==> src/supervisor_watchdog_timer_regs.svh <==
// Register offsets, field positions, reset values and timing figures of the watchdog.
// Assumes a 20 MHz core clock; included by the package and the design modules.
`ifndef SUPERVISOR_WATCHDOG_TIMER_REGS_SVH
`define SUPERVISOR_WATCHDOG_TIMER_REGS_SVH

// ----------------------------------------------------------------------------
// Register offsets
// ----------------------------------------------------------------------------
`define WDT_CTRL_OFS        8'h4D
`define WDT_CFG_OFS         8'h55
`define WDT_STATUS_OFS      8'h56

// ----------------------------------------------------------------------------
// Field positions
// ----------------------------------------------------------------------------
`define WDT_CFG_TO_LSB      0
`define WDT_CFG_TO_MSB      2
`define WDT_CFG_SU_LSB      3
`define WDT_CFG_SU_MSB      4
`define WDT_CFG_EN_BIT      5
`define WDT_CFG_SUEN_BIT    6
`define WDT_CFG_RSTEN_BIT   7
`define WDT_CTRL_MODE_BIT   3

// ----------------------------------------------------------------------------
// Reset values
// ----------------------------------------------------------------------------
`define WDT_CFG_RESET       8'h00
`define WDT_CTRL_RESET      8'h01

// ----------------------------------------------------------------------------
// Timing
// ----------------------------------------------------------------------------
`define WDT_CLK_PERIOD_NS   50
`define WDT_TICK_US         100
`define WDT_TICK_CYCLES     (`WDT_TICK_US * 1000 / `WDT_CLK_PERIOD_NS)
`define WDT_TO0_US          1000
`define WDT_TO1_US          4000
`define WDT_TO2_US          12500
`define WDT_TO3_US          50000
`define WDT_TO4_US          200000
`define WDT_TO5_US          800000
`define WDT_TO6_US          1600000
`define WDT_TO7_US          3200000
`define WDT_SU0_US          25600000
`define WDT_SU1_US          51200000
`define WDT_SU2_US          102400000
`define WDT_SU3_US          128000000
`define WDT_FAULT_PULSE_CYC 3
`define WDT_CNT_W           24

`endif

==> src/supervisor_watchdog_timer_pkg.sv <==
// Types shared by the watchdog modules.
// Assumes the register header is on the include path.
`include "supervisor_watchdog_timer_regs.svh"

package supervisor_watchdog_timer_pkg;

  // --------------------------------------------------------------------------
  // Watchdog states
  // --------------------------------------------------------------------------
  typedef enum logic [2:0] {
    ST_OFF,
    ST_STARTUP,
    ST_RUN,
    ST_EXPIRED,
    ST_PULSE
  } wdt_state_e;

  typedef logic [`WDT_CNT_W-1:0] wdt_cnt_t;

  // --------------------------------------------------------------------------
  // Register state of the top module
  // --------------------------------------------------------------------------
  typedef struct packed {
    wdt_state_e state;
    wdt_cnt_t   cnt;
    logic [1:0] pulse_cnt;
    logic       fault;
    logic       rst_pulse;
    logic [7:0] cfg;
    logic [7:0] ctrl;
    logic [7:0] rdata;
  } wdt_top_s;

  typedef struct packed {
    logic s1;
    logic s2;
    logic s3;
    logic edge_seen;
  } kick_sync_s;

  typedef struct packed {
    logic [15:0] cnt;
    logic        tick;
  } tick_div_s;

endpackage

==> src/supervisor_watchdog_timer.sv <==
// Watchdog timer of a multi-rail system manager: kick supervision, fault output
// and optional system reset request, in dependent or independent mode.
// Assumes register accesses come from the serial interface logic as single-cycle
// strobes, and that the sequencer supplies its status levels synchronously.
//
// How it works
// - Config bits 2:0 select normal timeout.
// - Config bits 4:3 select startup delay.
// - Config bit 5 enables the watchdog.
// - Config bit 6 inserts startup delay, both modes.
// - Config bit 7 lets expiry request reset.
// - Control bit 3 set selects independent mode.
// - Independent: active after lockout clears, boot done.
// - Independent: sequencer reset leaves watchdog untouched.
// - Reset expiry: fault, then reset, then release.
// - Fault lasts exactly three clocks then.
// - No reset enable: fault only, reset untouched.
// - Control bit 3 clear selects dependent mode.
// - Dependent: wait sequencing, cleared during reset.
// - No reset enable: missed kick holds fault until kick/reset.
// - Timeout counting starts once active, without a kick.
`include "supervisor_watchdog_timer_regs.svh"

module supervisor_watchdog_timer #(
  parameter int unsigned TICK_CYCLES = `WDT_TICK_CYCLES
) (
  // Clock and reset
  input  wire logic       core_clk,
  input  wire logic       arst_n,
  // Register port
  input  wire logic [7:0] reg_addr,
  input  wire logic       reg_wr_en,
  input  wire logic [7:0] reg_wdata,
  input  wire logic       reg_rd_en,
  output logic      [7:0] reg_rdata,
  // System status
  input  wire logic       lockout_clear,
  input  wire logic       boot_done,
  input  wire logic       seq_done,
  input  wire logic       sys_reset_in,
  // Watchdog pins
  input  wire logic       wdt_kick_in,
  output logic            wdt_fault_out,
  output logic            sys_reset_req
);

  supervisor_watchdog_timer_pkg::wdt_top_s st_q;
  supervisor_watchdog_timer_pkg::wdt_top_s st_d;

  logic kick_edge;
  logic tick;

  // --------------------------------------------------------------------------
  // Timing lookups
  // --------------------------------------------------------------------------
  function automatic logic limit_hit(
    input supervisor_watchdog_timer_pkg::wdt_cnt_t cnt,
    input supervisor_watchdog_timer_pkg::wdt_cnt_t limit
  );
    return (cnt + 1'b1) >= limit;
  endfunction

  function automatic supervisor_watchdog_timer_pkg::wdt_cnt_t timeout_ticks(
    input logic [2:0] code
  );
    int unsigned us;
    case (code)
      3'h0:    us = `WDT_TO0_US;
      3'h1:    us = `WDT_TO1_US;
      3'h2:    us = `WDT_TO2_US;
      3'h3:    us = `WDT_TO3_US;
      3'h4:    us = `WDT_TO4_US;
      3'h5:    us = `WDT_TO5_US;
      3'h6:    us = `WDT_TO6_US;
      default: us = `WDT_TO7_US;
    endcase
    return `WDT_CNT_W'(us / `WDT_TICK_US);
  endfunction

  function automatic supervisor_watchdog_timer_pkg::wdt_cnt_t startup_ticks(
    input logic [1:0] code
  );
    int unsigned us;
    case (code)
      2'h0:    us = `WDT_SU0_US;
      2'h1:    us = `WDT_SU1_US;
      2'h2:    us = `WDT_SU2_US;
      default: us = `WDT_SU3_US;
    endcase
    return `WDT_CNT_W'(us / `WDT_TICK_US);
  endfunction

  // --------------------------------------------------------------------------
  // Kick synchroniser and tick prescaler
  // --------------------------------------------------------------------------
  wdt_kick_sync u_kick (
    .core_clk  (core_clk),
    .arst_n    (arst_n),
    .kick_in   (wdt_kick_in),
    .kick_edge (kick_edge)
  );

  wdt_tick_div #(
    .CYCLES (TICK_CYCLES)
  ) u_tick (
    .core_clk (core_clk),
    .arst_n   (arst_n),
    .tick     (tick)
  );

  // --------------------------------------------------------------------------
  // Configuration decode
  // --------------------------------------------------------------------------
  logic       cfg_en;
  logic       cfg_su_en;
  logic       cfg_rst_en;
  logic       indep_mode;
  logic       active;
  supervisor_watchdog_timer_pkg::wdt_cnt_t to_limit;
  supervisor_watchdog_timer_pkg::wdt_cnt_t su_limit;

  assign cfg_en     = st_q.cfg[`WDT_CFG_EN_BIT];
  assign cfg_su_en  = st_q.cfg[`WDT_CFG_SUEN_BIT];
  assign cfg_rst_en = st_q.cfg[`WDT_CFG_RSTEN_BIT];
  assign indep_mode = st_q.ctrl[`WDT_CTRL_MODE_BIT];
  assign to_limit   = timeout_ticks(st_q.cfg[`WDT_CFG_TO_MSB:`WDT_CFG_TO_LSB]);
  assign su_limit   = startup_ticks(st_q.cfg[`WDT_CFG_SU_MSB:`WDT_CFG_SU_LSB]);

  // Independent mode ignores sequencing and system reset entirely.
  always_comb begin
    if (indep_mode) begin
      active = cfg_en && lockout_clear && boot_done;
    end else begin
      active = cfg_en && seq_done && !sys_reset_in;
    end
  end

  // --------------------------------------------------------------------------
  // Next state
  // --------------------------------------------------------------------------
  always_comb begin
    st_d           = st_q;
    st_d.rst_pulse = 1'b0;

    // Register writes and reads.
    if (reg_wr_en) begin
      if (reg_addr == `WDT_CFG_OFS) begin
        st_d.cfg = reg_wdata;
      end else if (reg_addr == `WDT_CTRL_OFS) begin
        st_d.ctrl = reg_wdata;
      end
    end
    if (reg_rd_en) begin
      case (reg_addr)
        `WDT_CFG_OFS:    st_d.rdata = st_q.cfg;
        `WDT_CTRL_OFS:   st_d.rdata = st_q.ctrl;
        `WDT_STATUS_OFS: st_d.rdata = {5'h00, st_q.state == supervisor_watchdog_timer_pkg::ST_STARTUP,
                                       st_q.state != supervisor_watchdog_timer_pkg::ST_OFF, st_q.fault};
        default:         st_d.rdata = 8'h00;
      endcase
    end

    if (!active) begin
      // Disabled, waiting on lockout/boot (independent) or sequencing, or held by reset in dependent mode.
      st_d.state     = supervisor_watchdog_timer_pkg::ST_OFF;
      st_d.cnt       = '0;
      st_d.pulse_cnt = 2'h0;
      st_d.fault     = 1'b0;
    end else begin
      case (st_q.state)
        supervisor_watchdog_timer_pkg::ST_OFF: begin
          st_d.cnt = '0;
          if (cfg_su_en) begin
            st_d.state = supervisor_watchdog_timer_pkg::ST_STARTUP;
          end else begin
            st_d.state = supervisor_watchdog_timer_pkg::ST_RUN;
          end
        end
        supervisor_watchdog_timer_pkg::ST_STARTUP: begin
          if (kick_edge) begin
            st_d.state = supervisor_watchdog_timer_pkg::ST_RUN;
            st_d.cnt   = '0;
          end else if (tick) begin
            if (limit_hit(st_q.cnt, su_limit)) begin
              st_d.cnt = '0;
              if (cfg_rst_en) begin
                st_d.state     = supervisor_watchdog_timer_pkg::ST_PULSE;
                st_d.pulse_cnt = 2'h0;
                st_d.fault     = 1'b1;
              end else begin
                st_d.state = supervisor_watchdog_timer_pkg::ST_EXPIRED;
                st_d.fault = 1'b1;
              end
            end else begin
              st_d.cnt = st_q.cnt + 1'b1;
            end
          end
        end
        supervisor_watchdog_timer_pkg::ST_RUN: begin
          if (kick_edge) begin
            st_d.cnt = '0;
          end else if (tick) begin
            if (limit_hit(st_q.cnt, to_limit)) begin
              st_d.cnt = '0;
              if (cfg_rst_en) begin
                st_d.state     = supervisor_watchdog_timer_pkg::ST_PULSE;
                st_d.pulse_cnt = 2'h0;
                st_d.fault     = 1'b1;
              end else begin
                st_d.state = supervisor_watchdog_timer_pkg::ST_EXPIRED;
                st_d.fault = 1'b1;
              end
            end else begin
              st_d.cnt = st_q.cnt + 1'b1;
            end
          end
        end
        supervisor_watchdog_timer_pkg::ST_EXPIRED: begin
          // Fault holds until the host kicks again.
          if (kick_edge) begin
            st_d.state = supervisor_watchdog_timer_pkg::ST_RUN;
            st_d.fault = 1'b0;
            st_d.cnt   = '0;
          end
        end
        supervisor_watchdog_timer_pkg::ST_PULSE: begin
          // Fault for three clocks, reset request in the second.
          if (st_q.pulse_cnt == 2'h0) begin
            st_d.rst_pulse = 1'b1;
          end
          if (st_q.pulse_cnt == 2'(`WDT_FAULT_PULSE_CYC - 1)) begin
            st_d.fault = 1'b0;
            st_d.cnt   = '0;
            st_d.state = cfg_su_en ? supervisor_watchdog_timer_pkg::ST_STARTUP
                                   : supervisor_watchdog_timer_pkg::ST_RUN;
          end else begin
            st_d.pulse_cnt = st_q.pulse_cnt + 2'h1;
          end
        end
        default: begin
          st_d.state = supervisor_watchdog_timer_pkg::ST_OFF;
          st_d.fault = 1'b0;
          st_d.cnt   = '0;
        end
      endcase
    end
  end

  // --------------------------------------------------------------------------
  // State register
  // --------------------------------------------------------------------------
  always_ff @(posedge core_clk or negedge arst_n) begin
    if (!arst_n) begin
      st_q.state     <= supervisor_watchdog_timer_pkg::ST_OFF;
      st_q.cnt       <= '0;
      st_q.pulse_cnt <= 2'h0;
      st_q.fault     <= 1'b0;
      st_q.rst_pulse <= 1'b0;
      st_q.cfg       <= `WDT_CFG_RESET;
      st_q.ctrl      <= `WDT_CTRL_RESET;
      st_q.rdata     <= 8'h00;
    end else begin
      st_q <= st_d;
    end
  end

  // --------------------------------------------------------------------------
  // Outputs
  // --------------------------------------------------------------------------
  assign reg_rdata     = st_q.rdata;
  assign wdt_fault_out = st_q.fault;
  assign sys_reset_req = st_q.rst_pulse;

endmodule

==> src/wdt_kick_sync.sv <==
// Kick input synchroniser and either-edge detector.
// Assumes the kick input is a slow level from the host processor.
`include "supervisor_watchdog_timer_regs.svh"

module wdt_kick_sync (
  // Clock and reset
  input  wire logic core_clk,
  input  wire logic arst_n,
  // Kick
  input  wire logic kick_in,
  output logic      kick_edge
);

  supervisor_watchdog_timer_pkg::kick_sync_s st_q;
  supervisor_watchdog_timer_pkg::kick_sync_s st_d;

  // --------------------------------------------------------------------------
  // Two flip-flops, then compare the settled level with its last value.
  // --------------------------------------------------------------------------
  always_comb begin
    st_d           = st_q;
    st_d.s1        = kick_in;
    st_d.s2        = st_q.s1;
    st_d.s3        = st_q.s2;
    st_d.edge_seen = st_q.s2 ^ st_q.s3;
  end

  always_ff @(posedge core_clk or negedge arst_n) begin
    if (!arst_n) begin
      st_q <= '0;
    end else begin
      st_q <= st_d;
    end
  end

  assign kick_edge = st_q.edge_seen;

endmodule

==> src/wdt_tick_div.sv <==
// Prescaler producing a one-cycle tick enable every CYCLES clocks.
// Assumes CYCLES is at least 2 and fits in 16 bits.
`include "supervisor_watchdog_timer_regs.svh"

module wdt_tick_div #(
  parameter int unsigned CYCLES = `WDT_TICK_CYCLES
) (
  // Clock and reset
  input  wire logic core_clk,
  input  wire logic arst_n,
  // Tick
  output logic      tick
);

  supervisor_watchdog_timer_pkg::tick_div_s st_q;
  supervisor_watchdog_timer_pkg::tick_div_s st_d;

  localparam logic [15:0] LAST = 16'(CYCLES - 1);

  // --------------------------------------------------------------------------
  // Free running divider.
  // --------------------------------------------------------------------------
  always_comb begin
    st_d      = st_q;
    st_d.tick = 1'b0;
    if (st_q.cnt == LAST) begin
      st_d.cnt  = 16'h0000;
      st_d.tick = 1'b1;
    end else begin
      st_d.cnt = st_q.cnt + 16'h0001;
    end
  end

  always_ff @(posedge core_clk or negedge arst_n) begin
    if (!arst_n) begin
      st_q <= '0;
    end else begin
      st_q <= st_d;
    end
  end

  assign tick = st_q.tick;

endmodule
==> config.mk <==
export PLATFORM = sky130hd
export DESIGN_NAME = supervisor_watchdog_timer
export DESIGN_NICKNAME = d
export VERILOG_FILES = /design/src/supervisor_watchdog_timer_pkg.sv /design/src/supervisor_watchdog_timer.sv /design/src/wdt_kick_sync.sv /design/src/wdt_tick_div.sv
export VERILOG_INCLUDE_DIRS = /design/src
export SDC_FILE = /design/constraint.sdc
export NUM_CORES = 1
export LEC_CHECK = 0
export BUFFER_PORTS_ARGS = -buffer_cell sky130_fd_sc_hd__buf_2
export CAP_MARGIN = 20
export CELL_PAD_IN_SITES_DETAIL_PLACEMENT = 1
export CELL_PAD_IN_SITES_GLOBAL_PLACEMENT = 2
export CORE_MARGIN = 8
export CORE_UTILIZATION = 42
export DETAILED_ROUTE_END_ITERATION = 16
export GPL_ROUTABILITY_DRIVEN = 0
export PLACE_DENSITY_LB_ADDON = 0.05
export SYNTH_ARGS = -nofsm -noshare
export SYNTH_HDL_FRONTEND = slang
export SYNTH_SLANG_ARGS = --single-unit
==> constraint.sdc <==
create_clock -name core_clk -period 43 [get_ports core_clk]
set_clock_uncertainty 0.15 [all_clocks]
set_input_delay 2.15 -clock core_clk [delete_from_list [all_inputs] [get_ports core_clk]]
set_output_delay 2.15 -clock core_clk [all_outputs]
set_load 0.03 [all_outputs]
==> reports/qor.yml <==
die_y_um: 189
hold_path_class: "flop to flop"
routed-via-count: 13200
clock_latency_ns: 0.33
grt_max_degree: 71
syn_inst: 1657
fmax_ghz: 0.0580
area_growth_pct: 5.04
wl_um: 44700
cts_buffers: 9
relSlewSlack_pct: 29.3
ctsResizeCount: 0
drive_gt1_share_pct: 11.1
ctsLongestPathBuffers: 2
wl_per_cell_um: 21.9
ir_drop_mv: 0.0343
fin_util_pct: 44.6
yosysUniqueCellTypes: 132
yosysTopAreaCell: "dfrtp_1"
synth_most_common_cell: "nor2_1"
synth_edf_count: 0
comb_power_share_pct: 64.3
tritoncts: "done"
p_sw_uw: 199
antennaDiodeCount: 0
switching_share_pct: 48.0
cp-start-kind: "flop"
tns_ns: 0
rows: 63
critPathMaxStageDelay_ns: 0.77
fin_area_um2: 13200
ant_nets: 0
synth_common_cells: "nor2_1, nand2_1, o21ai_0, a21oi_1, ha_1"
syn-cell-area_um2: 12500
core_area_um2: 29500
ctsHoldBuffers: 0
worst_pin_slew_ns: 1.05
synth_area_leaders: "dfrtp_1, ha_1, nor2_1, nand2_1, xnor2_1"
cts_sinks: 76
die_w_um: 189
cp.required_ns: 43.06
power_frac_clock_pct: 17.8
cpMostUsedCell: "ha_1"
grt_pass1_wl_um: 72400
path_clk_slew_ns: 0.06
io_buffers: 34
p_leak_uw: 0.00549
ios: 35
drc: 0
root_buffer: "clkbuf_16"
synthFlopType: "dfrtp_1"
internal_power_uw: 216
synthArstFlopShare_pct: 100
maxSlewViolCount: 0
placed_cells: 2026
worstSetupPathType: "flop to flop"
cp_slowest_cell: "nand4_1"
viasPerCell: 6.46
p_per_area_nw_per_um2: 31.5
ys_seq_elements: 76
yosysSeqAreaShare_pct: 15.2
place_area_um2: 12900
grt_overflow: 0
drt_iter0_markers: 1050
synth_area_per_cell_um2: 7.56
drv_cap: 0
antenna_found_initial: 2
layout_min_cycle_time_ns: 17.23
hold_viol: 0
grt_setup_unrepaired: "no"
critPathCaptureType: "flop"
status: "completed"
die-area_um2: 35600
crit_arrival_ns: 17.29
fin_hold_ws_ns: 0.204
power_frac_seq_pct: 17.9
grt_use_total_pct: 24.4
start_util_pct: 42.5
final.period_utilization_pct: 40.1
post_cts_buffers: 0
post-dp-hpwl_um: 35100
setup_viol: 0
dr.pass1.iters: 4
synth_top_area_share_pct: 15.0
fin_nets: 1749
stdcell_count: 2041
cp_max_fo: 20
grt_pass1_vias: 13200
cts_htree_levels: 3
synth_warnings: 0
## power by group through the flow
stage	clock network, uW	logic [uW]	registers, uW
final	74.0	266	74.3
after global placement	0	257	75.5
after floorplan	0	197	75.0
after global routing	78.2	289	74.5
after CTS	76.0	261	74.3
after detailed placement	0	259	75.5
## flip-flops by register name, summed over array words and instances (netlist names)
name              flops
sys_reset_req         1
u_tick.st_q          16
reg_rdata             8
st_q                 41
indep_mode            1
u_kick.kick_edge      1
u_kick.st_d           2
wdt_fault_out         1
cfg_rst_en            1
u_tick.tick           1
cfg_su_en             1
cfg_en                1
u_kick.st_q           1
## placed cells by master, fill, tap and decap left out, types with 36 or more instances in the layout
cell type | synthesis | final
nor2_1 | 167 | 167
nand2_1 | 157 | 157
o21ai_0 | 94 | 94
a21oi_1 | 85 | 85
ha_1 | 77 | 77
dfrtp_1 | 75 | 75
nand3_1 | 67 | 67
xnor2_1 | 62 | 62
inv_1 | 49 | 49
nor3_1 | 47 | 47
xor2_1 | 40 | 40
nand2b_1 | 36 | 36
## worst max-delay path: cells and delay by family, from the launching register on
kind            cells  cell delay (ns)
buf+inv             4             0.94
fa+ha+maj           9             2.74
simple gates       26             5.70
compound gates     26             6.90
flops               1             0.47
xor+xnor            1             0.21
## stage by stage
step	worst slack (ns)	power, uW
finish	25.77	415
global route	24.19	441
CTS	25.87	411
detailed placement	25.97	334
global placement	26.58	332
floorplan	29.41	272
## cells by family after synthesis
group                    share of synthesized area, %
flip-flops                                       15.2
AND/OR/NAND/NOR                                  28.2
other                                          0.0600
multiplexers                                     4.30
buffers and inverters                            5.52
AO/OA/AOI/OAI                                    31.3
adder cells (fa/ha/maj)                          7.69
XOR/XNOR                                         7.70
## path summary, 6_finish.rpt
check | from | end | slack [ns] | depth (start not counted)
hold reg to reg | u_kick.st_d[2] | u_kick.st_d[1] | 0.20 | 0
setup / recovery | st_q[19] | st_q[33] | 25.77 | 66
hold / removal | u_kick.st_d[2] | u_kick.st_d[1] | 0.20 | 0
min in group asynchronous | arst_n | reg_rdata[7] | 1.47 | 1
setup reg to reg | st_q[19] | st_q[33] | 25.77 | 66
max in group asynchronous | arst_n | st_q[28] | 40.17 | 2
## metal layers
layer	part of all wire [%]	global-route usage (%)	vias to the layer above
met4	1.6	5.77	4
met2	45	38.8	355
met5	0.060	0	-
li1	-	-	6229
met1	48	34.6	6541
met3	5.3	3.01	50
## area by class of cell
class | instances | area (um2)
Sequential cell | 76 | 1900
Clock inverter | 3 | 46.3
Clock buffer | 12 | 246
Inverter | 59 | 221
Multi-Input combinational cell | 1452 | 9970
Timing Repair Buffer | 49 | 285
Fill cell | 3736 | 16300
Tap cell | 390 | 488
Note: power is estimated with default switching activity, not from simulation.
